[src/shared/drive_status_regs.vh]
`ifndef DRIVE_STATUS_REGS_VH
`define DRIVE_STATUS_REGS_VH
`define OFS_STATUS_WORD     4'h0
`define OFS_ACTUAL_OUTPUT   4'h4
`define OFS_SPEED_REFERENCE 4'h8
`define OFS_CONTROL         4'hc
`define RST_STATUS_WORD     16'h0000
`define RST_ACTUAL_OUTPUT   16'h0000
`define RST_SPEED_REFERENCE 16'h0000
`define RST_CONTROL         16'h0000
`define SCALE_FULL          16'h4000
`define SCALE_MAX_POS       16'h7fff
`define BIT_CONTROL_READY   0
`define BIT_DRIVE_READY     1
`define BIT_ENABLE          2
`define BIT_TRIP            3
`define BIT_ERROR           4
`define BIT_RESERVED        5
`define BIT_TRIPLOCK        6
`define BIT_WARNING         7
`define BIT_SPEED_MATCH     8
`define BIT_BUS_CONTROL     9
`define BIT_FREQ_LIMIT_OK   10
`define BIT_IN_OPERATION    11
`define BIT_OVERTEMP_STOP   12
`define BIT_VOLTAGE_EXC     13
`define BIT_TORQUE_EXC      14
`define BIT_TIMER_EXC       15
`endif

[src/hdl/drive_status_and_speed_scaling.v]
`include "drive_status_regs.vh"
module drive_status_and_speed_scaling (
  // Clock, reset and enable
  input  wire        mclk,
  input  wire        resetn,
  input  wire        ce,
  // Wishbone slave
  input  wire        wb_cyc_i,
  input  wire        wb_stb_i,
  input  wire        wb_we_i,
  input  wire [3:0]  wb_adr_i,
  input  wire [3:0]  wb_sel_i,
  input  wire [31:0] wb_dat_i,
  output reg  [31:0] wb_dat_o,
  output reg         wb_ack_o,
  // Drive conditions
  input  wire        control_ready,
  input  wire        coast_active,
  input  wire        start_enabled,
  input  wire        trip,
  input  wire        trip_reset,
  input  wire        error_no_trip,
  input  wire        triplock,
  input  wire        warning,
  input  wire        speed_match,
  input  wire        bus_control_ok,
  input  wire        freq_in_limits,
  input  wire        start_signal,
  input  wire        overtemp_stop,
  input  wire        dc_voltage_bad,
  input  wire        current_over_limit,
  input  wire        motor_timer_over,
  input  wire        drive_timer_over,
  input  wire        link_fault,
  // Actual output, signed, 16384 is 100 percent
  input  wire [15:0] actual_output,
  // Speed reference to motor control
  output reg  [15:0] speed_reference,
  output reg         reference_reverse,
  output reg  [14:0] reference_magnitude
);
  wire [15:0] status_word;
  reg  [15:0] actual_output_value;
  reg  [15:0] control;
  reg  [15:0] next_speed_reference;
  wire        wb_req;

  // The positive ceiling is held wide so the magnitude takes its low 15 bits on purpose.
  localparam [15:0] max_pos = `SCALE_MAX_POS;

  status_capture u_status_capture (
    .mclk               (mclk),
    .resetn             (resetn),
    .ce                 (ce),
    .control_ready      (control_ready),
    .coast_active       (coast_active),
    .start_enabled      (start_enabled),
    .trip               (trip),
    .trip_reset         (trip_reset),
    .error_no_trip      (error_no_trip),
    .triplock           (triplock),
    .warning            (warning),
    .speed_match        (speed_match),
    .bus_control_ok     (bus_control_ok),
    .freq_in_limits     (freq_in_limits),
    .start_signal       (start_signal),
    .output_freq        (actual_output),
    .overtemp_stop      (overtemp_stop),
    .dc_voltage_bad     (dc_voltage_bad),
    .current_over_limit (current_over_limit),
    .motor_timer_over   (motor_timer_over),
    .drive_timer_over   (drive_timer_over),
    .link_fault         (link_fault),
    .status_word        (status_word)
  );

  // Two's complement magnitude; the most negative value saturates.
  function [14:0] magnitude;
    input [15:0] v;
    reg   [15:0] n;
    begin
      n = (~v) + 16'h0001;
      if (!v[15]) begin
        magnitude = v[14:0];
      end else if (n[15]) begin
        magnitude = max_pos[14:0];
      end else begin
        magnitude = n[14:0];
      end
    end
  endfunction

  assign wb_req = wb_cyc_i & wb_stb_i & ~wb_ack_o;

  // Control bit 0 selects whether a write clamps the reference to +-100 percent.
  always @* begin
    next_speed_reference = speed_reference;
    if (wb_sel_i[0]) begin
      next_speed_reference[7:0] = wb_dat_i[7:0];
    end
    if (wb_sel_i[1]) begin
      next_speed_reference[15:8] = wb_dat_i[15:8];
    end
    if (control[0]) begin
      if (!next_speed_reference[15] && next_speed_reference > `SCALE_FULL) begin
        next_speed_reference = `SCALE_FULL;
      end else if (next_speed_reference[15] && next_speed_reference < (~`SCALE_FULL + 16'h0001)) begin
        next_speed_reference = ~`SCALE_FULL + 16'h0001;
      end
    end
  end

  always @(posedge mclk or negedge resetn) begin
    if (!resetn) begin
      wb_ack_o            <= 1'b0;
      wb_dat_o            <= 32'h00000000;
      speed_reference     <= `RST_SPEED_REFERENCE;
      reference_reverse   <= 1'b0;
      reference_magnitude <= 15'h0000;
      control             <= `RST_CONTROL;
      actual_output_value <= `RST_ACTUAL_OUTPUT;
    end else if (ce) begin
      actual_output_value <= actual_output;
      reference_reverse   <= speed_reference[15];
      reference_magnitude <= magnitude(speed_reference);
      wb_ack_o            <= wb_req;
      wb_dat_o            <= 32'h00000000;
      if (wb_req) begin
        if (wb_we_i) begin
          if (wb_adr_i == `OFS_SPEED_REFERENCE) begin
            speed_reference <= next_speed_reference;
          end
          if (wb_adr_i == `OFS_CONTROL) begin
            if (wb_sel_i[0]) begin
              control[7:0] <= wb_dat_i[7:0];
            end
            if (wb_sel_i[1]) begin
              control[15:8] <= wb_dat_i[15:8];
            end
          end
        end else begin
          case (wb_adr_i)
            `OFS_STATUS_WORD:     wb_dat_o <= {16'h0000, status_word};
            `OFS_ACTUAL_OUTPUT:   wb_dat_o <= {16'h0000, actual_output_value};
            `OFS_SPEED_REFERENCE: wb_dat_o <= {16'h0000, speed_reference};
            `OFS_CONTROL:         wb_dat_o <= {16'h0000, control};
            default:              wb_dat_o <= 32'h00000000;
          endcase
        end
      end
    end
  end
endmodule // drive_status_and_speed_scaling

[src/hdl/status_capture.v]
`include "drive_status_regs.vh"
module status_capture (
  // Clock, reset and enable
  input  wire        mclk,
  input  wire        resetn,
  input  wire        ce,
  // Raw drive conditions
  input  wire        control_ready,
  input  wire        coast_active,
  input  wire        start_enabled,
  input  wire        trip,
  input  wire        trip_reset,
  input  wire        error_no_trip,
  input  wire        triplock,
  input  wire        warning,
  input  wire        speed_match,
  input  wire        bus_control_ok,
  input  wire        freq_in_limits,
  input  wire        start_signal,
  input  wire [15:0] output_freq,
  input  wire        overtemp_stop,
  input  wire        dc_voltage_bad,
  input  wire        current_over_limit,
  input  wire        motor_timer_over,
  input  wire        drive_timer_over,
  input  wire        link_fault,
  // Captured word
  output reg  [15:0] status_word
);
  reg         trip_held;
  reg  [15:0] next_status_word;
  wire        trip_now;

  // Trip latches until reset; a trip in the reset cycle still wins.
  assign trip_now = trip | (trip_held & ~trip_reset);

  always @(posedge mclk or negedge resetn) begin
    if (!resetn) begin
      trip_held <= 1'b0;
    end else if (ce) begin
      trip_held <= trip_now;
    end
  end

  always @* begin
    next_status_word = 16'h0000;
    next_status_word[`BIT_CONTROL_READY] = control_ready & ~trip_now;
    next_status_word[`BIT_DRIVE_READY]   = control_ready & ~trip_now & coast_active;
    next_status_word[`BIT_ENABLE]        = start_enabled & ~coast_active;
    next_status_word[`BIT_TRIP]          = trip_now;
    next_status_word[`BIT_ERROR]         = error_no_trip;
    next_status_word[`BIT_RESERVED]      = 1'b0;
    next_status_word[`BIT_TRIPLOCK]      = triplock;
    next_status_word[`BIT_WARNING]       = warning;
    next_status_word[`BIT_SPEED_MATCH]   = speed_match;
    next_status_word[`BIT_BUS_CONTROL]   = bus_control_ok;
    next_status_word[`BIT_FREQ_LIMIT_OK] = freq_in_limits;
    next_status_word[`BIT_IN_OPERATION]  = start_signal | (output_freq != 16'h0000);
    next_status_word[`BIT_OVERTEMP_STOP] = overtemp_stop;
    next_status_word[`BIT_VOLTAGE_EXC]   = dc_voltage_bad;
    next_status_word[`BIT_TORQUE_EXC]    = current_over_limit;
    next_status_word[`BIT_TIMER_EXC]     = motor_timer_over | drive_timer_over;
    if (link_fault) begin
      next_status_word = 16'h0000;
    end
  end

  // One register for all sixteen bits keeps a read coherent.
  always @(posedge mclk or negedge resetn) begin
    if (!resetn) begin
      status_word <= `RST_STATUS_WORD;
    end else if (ce) begin
      status_word <= next_status_word;
    end
  end
endmodule // status_capture

[config.mk]
export PLATFORM = sky130hd
export DESIGN_NAME = drive_status_and_speed_scaling
export DESIGN_NICKNAME = d
export VERILOG_FILES = /design/src/hdl/drive_status_and_speed_scaling.v /design/src/hdl/status_capture.v
export VERILOG_INCLUDE_DIRS = /design/src /design/src/shared
export SDC_FILE = /design/constraint.sdc
export NUM_CORES = 1
export LEC_CHECK = 0
export BUFFER_PORTS_ARGS = -buffer_cell sky130_fd_sc_hd__buf_2
export CAP_MARGIN = 20
export CORE_UTILIZATION = 40
export CTS_BUF_LIST = sky130_fd_sc_hd__clkbuf_8 sky130_fd_sc_hd__clkbuf_16
export CTS_CLUSTER_DIAMETER = 40
export CTS_CLUSTER_SIZE = 40
export DETAILED_ROUTE_END_ITERATION = 10
export PLACE_DENSITY_LB_ADDON = 0.25
export SYNTH_ARGS = -nofsm -noshare
export SYNTH_HDL_FRONTEND = slang
export SYNTH_SLANG_ARGS = --single-unit
[constraint.sdc]
create_clock -name mclk -period 2.25 [get_ports mclk]
set_input_delay 0.1125 -clock mclk [delete_from_list [all_inputs] [get_ports mclk]]
set_output_delay 0.1125 -clock mclk [all_outputs]
set_load 0.1 [all_outputs]
==> out/metrics.yaml <==
status: "completed"
drive_above_1_share_pct: 35.7
worstSetupPathType: "reg2reg"
io_buffers: 110
dp_hpwl_um: 9340
clkTransAtPathRegs_ns: 0.07
endpoint_kind: "flip-flop"
min_period_ns: 2.04
rows: 40
cts_buffers: 9
wl_per_cell_um: 17.6
grt_max_degree: 92
synth.largest_area_cell: "dfrtp_1"
start_util_pct: 41.0
fillers: 1113
cp_slowest_cell: "dfrtp_1"
vias: 3974
die_h_um: 113
antenna_found_initial: 0
num_antenna_cells: 0
tightest_slew_ns: 0.830
core-area_um2: 12000
routed_wl_um: 12800
die_x_um: 113
peakVddDrop_mv: 0.417
worstPathRequired_ns: 2.51
cts_tree: "yes"
firstDrtPassIters: 5
yosys-top-cells-area: "dfrtp_1 49%, mux2_2 8.9%, a22o_1 5.5%"
hold_viol: 0
finalSetupViolations: 0
dieArea_um2: 12700
slew_headroom_pct: 44.7
synth_warnings: 0
clock_path_buffers: 2
total_leakage_power_uw: 0.00284
vias_per_cell: 5.49
root_buffer: "clkbuf_16"
final_antenna_net_count: 0
critPathBufInv: 1
start_kind: "flip-flop"
gp_congestion: 0.828
cts_num_sinks: 97
syn-cell-area_um2: 4910
htree_levels: 3
synth_edf_count: 0
synthCells: 459
finalSetupTns_ns: 0
cpLargestDelayFamily: "simple AND/OR/NAND/NOR gates"
grt_setup_unrepaired: "no"
drt_iter0_drc: 264
synth_top_area_share_pct: 49.5
grt_pass1_vias: 3896
drcViolationCount: 0
clk-insertion-delay-late_ns: 0.34
clock_skew_ns: 0.0103
synth_ff_type: "dfrtp_1"
finalMaxSlewViolations: 0
grtUsageTotal_pct: 21.1
crit_start: "speed_reference[3]"
syn2layout_area_growth_pct: 22.4
p_per_area_nw_per_um2: 790
worstHoldPathType: "in2reg"
rr_startpoint: "speed_reference[3]"
finalCritPeriodShare_pct: 90.6
hold_ws_ns: 0.00664
maxCapViolCount: 0
overflow: 0
syn_area_per_cell_um2: 10.7
grt_pass1_wl_um: 20500
synth.ff_latch_count: 97
ioPinCount: 145
path_max_fanout: 10
worstHoldStart: "trip"
max_freq_mhz: 490
yosysSeqAreaShare_pct: 49.5
synth_cell_types: 60
cp_slowest_stage_delay_ns: 0.53
synthArstFlopShare_pct: 100
critPathArrivalTime_ns: 2.30
num-nets-final: 653
crit_chain: "nor4_4 -> nand3_4 -> nor3_4 -> buf_4 -> o21ai_1 -> a31oi_1"
[synthesized netlist by cell type (3+ instances only)]
cell / instances
a22o_1: 31
a21oi_1: 6
clkbuf_1: 16
inv_1: 49
a31oi_1: 9
a221oi_1: 15
nor4_1: 7
o21ai_0: 20
buf_4: 17
nand2_1: 20
nor2_1: 20
buf_2: 4
mux2_2: 39
o21ai_1: 9
nand3b_1: 7
buf_6: 3
o22ai_1: 22
o32ai_1: 3
nand3_1: 8
or3_1: 5
dfrtp_1: 97
o221ai_1: 4
[area by class of cell]
class | count | area (µm²) | share of cell area [%]
inverter | 50 | 188 | 3.13
timing repair buffer | 131 | 751 | 12.5
tap | 147 | 184 | 3.06
sequential | 97 | 2430 | 40.5
clock inverter | 4 | 97.6 | 1.63
multi-input combinational | 283 | 2080 | 34.7
clock buffer | 12 | 267 | 4.44
[power by group]
group / leakage (µW) / internal, µW / switching (µW)
sequential: 0.00127 / 1850 / 81.2
clock: 0.000175 / 1180 / 665
combinational: 0.00139 / 253 / 719
[state kept, by name, indices dropped and copies added (netlist names)]
register / count
actual_output_value: 16
control: 16
speed_reference: 16
wb_dat_o: 16
reference_magnitude: 15
u_status_capture.status_word: 15
reference_reverse: 1
u_status_capture.trip_held: 1
wb_ack_o: 1
[through the flow]
stage	worst slack, ns	instance area [µm²]	util [%]	std cells	power, µW
final	0.211	6000	50.2	724	4740
after global routing	0.0517	6000	50.2	724	4930
after CTS	0.204	6000	50.2	724	4780
after detailed placement	0.236	5580	46.6	702	2930
after global placement	0.234	5580	46.6	702	2910
after floorplan	0.0172	4970	-	474	2690
[per-layer routing]
layer  vias to the layer above  routed length (µm)  global-route usage [%]
met2                       132                6230                    34.8
met1                      1962                5710                    28.5
met3                        10                 680                    4.12
met4                         0                 138                    5.60
li1                       1870                   -                       -
met5                         -                   0                       0
[path summary, 6_finish.rpt]
kind / end / slack, ns / cells past startpoint
worst max-delay path: reference_magnitude[6] / 0.21 / 6
worst min-delay path: u_status_capture.trip_held / 0.007 / 2
worst min register to register: reference_magnitude[7] / 0.49 / 1
worst max register to register: reference_magnitude[6] / 0.21 / 6
min in group asynchronous: reference_magnitude[9] / 0.39 / 2
max in group asynchronous: wb_dat_o[10] / 1.16 / 3
[layout by cell type, fill, tap and decap left out, types with 5 or more instances in the layout]
cell type / instances
dfrtp_2: 5
buf_2: 109
nor4_1: 7
o22ai_1: 22
or3_1: 5
buf_4: 14
nand2_1: 20
nand3b_1: 7
a221oi_1: 15
a21oi_1: 6
o21ai_0: 20
a31oi_1: 9
nor2_1: 20
a22o_1: 31
dfrtp_1: 92
nand3_1: 8
inv_1: 49
clkbuf_16: 9
conb_1: 16
o21ai_1: 9
dlygate4sd3_1: 6
mux2_2: 39
[kinds of logic after synthesis]
logic type,share of synthesized area (%)
compound gates,20.2
flops,49.5
buf+inv,9.31
simple gates,11.2
mux,9.36
fa+ha+maj,0.255
other cells,0.0764
xor+xnor,0.179
[what timing repair did]
action	4_1_cts	5_1_grt
setup endpoints to repair	0	1
buffers inserted	0	0
resized for setup	0	1
endpoints found under the hold margin	66	0
hold buffers	6	0
(Power assumes the default switching activity.)
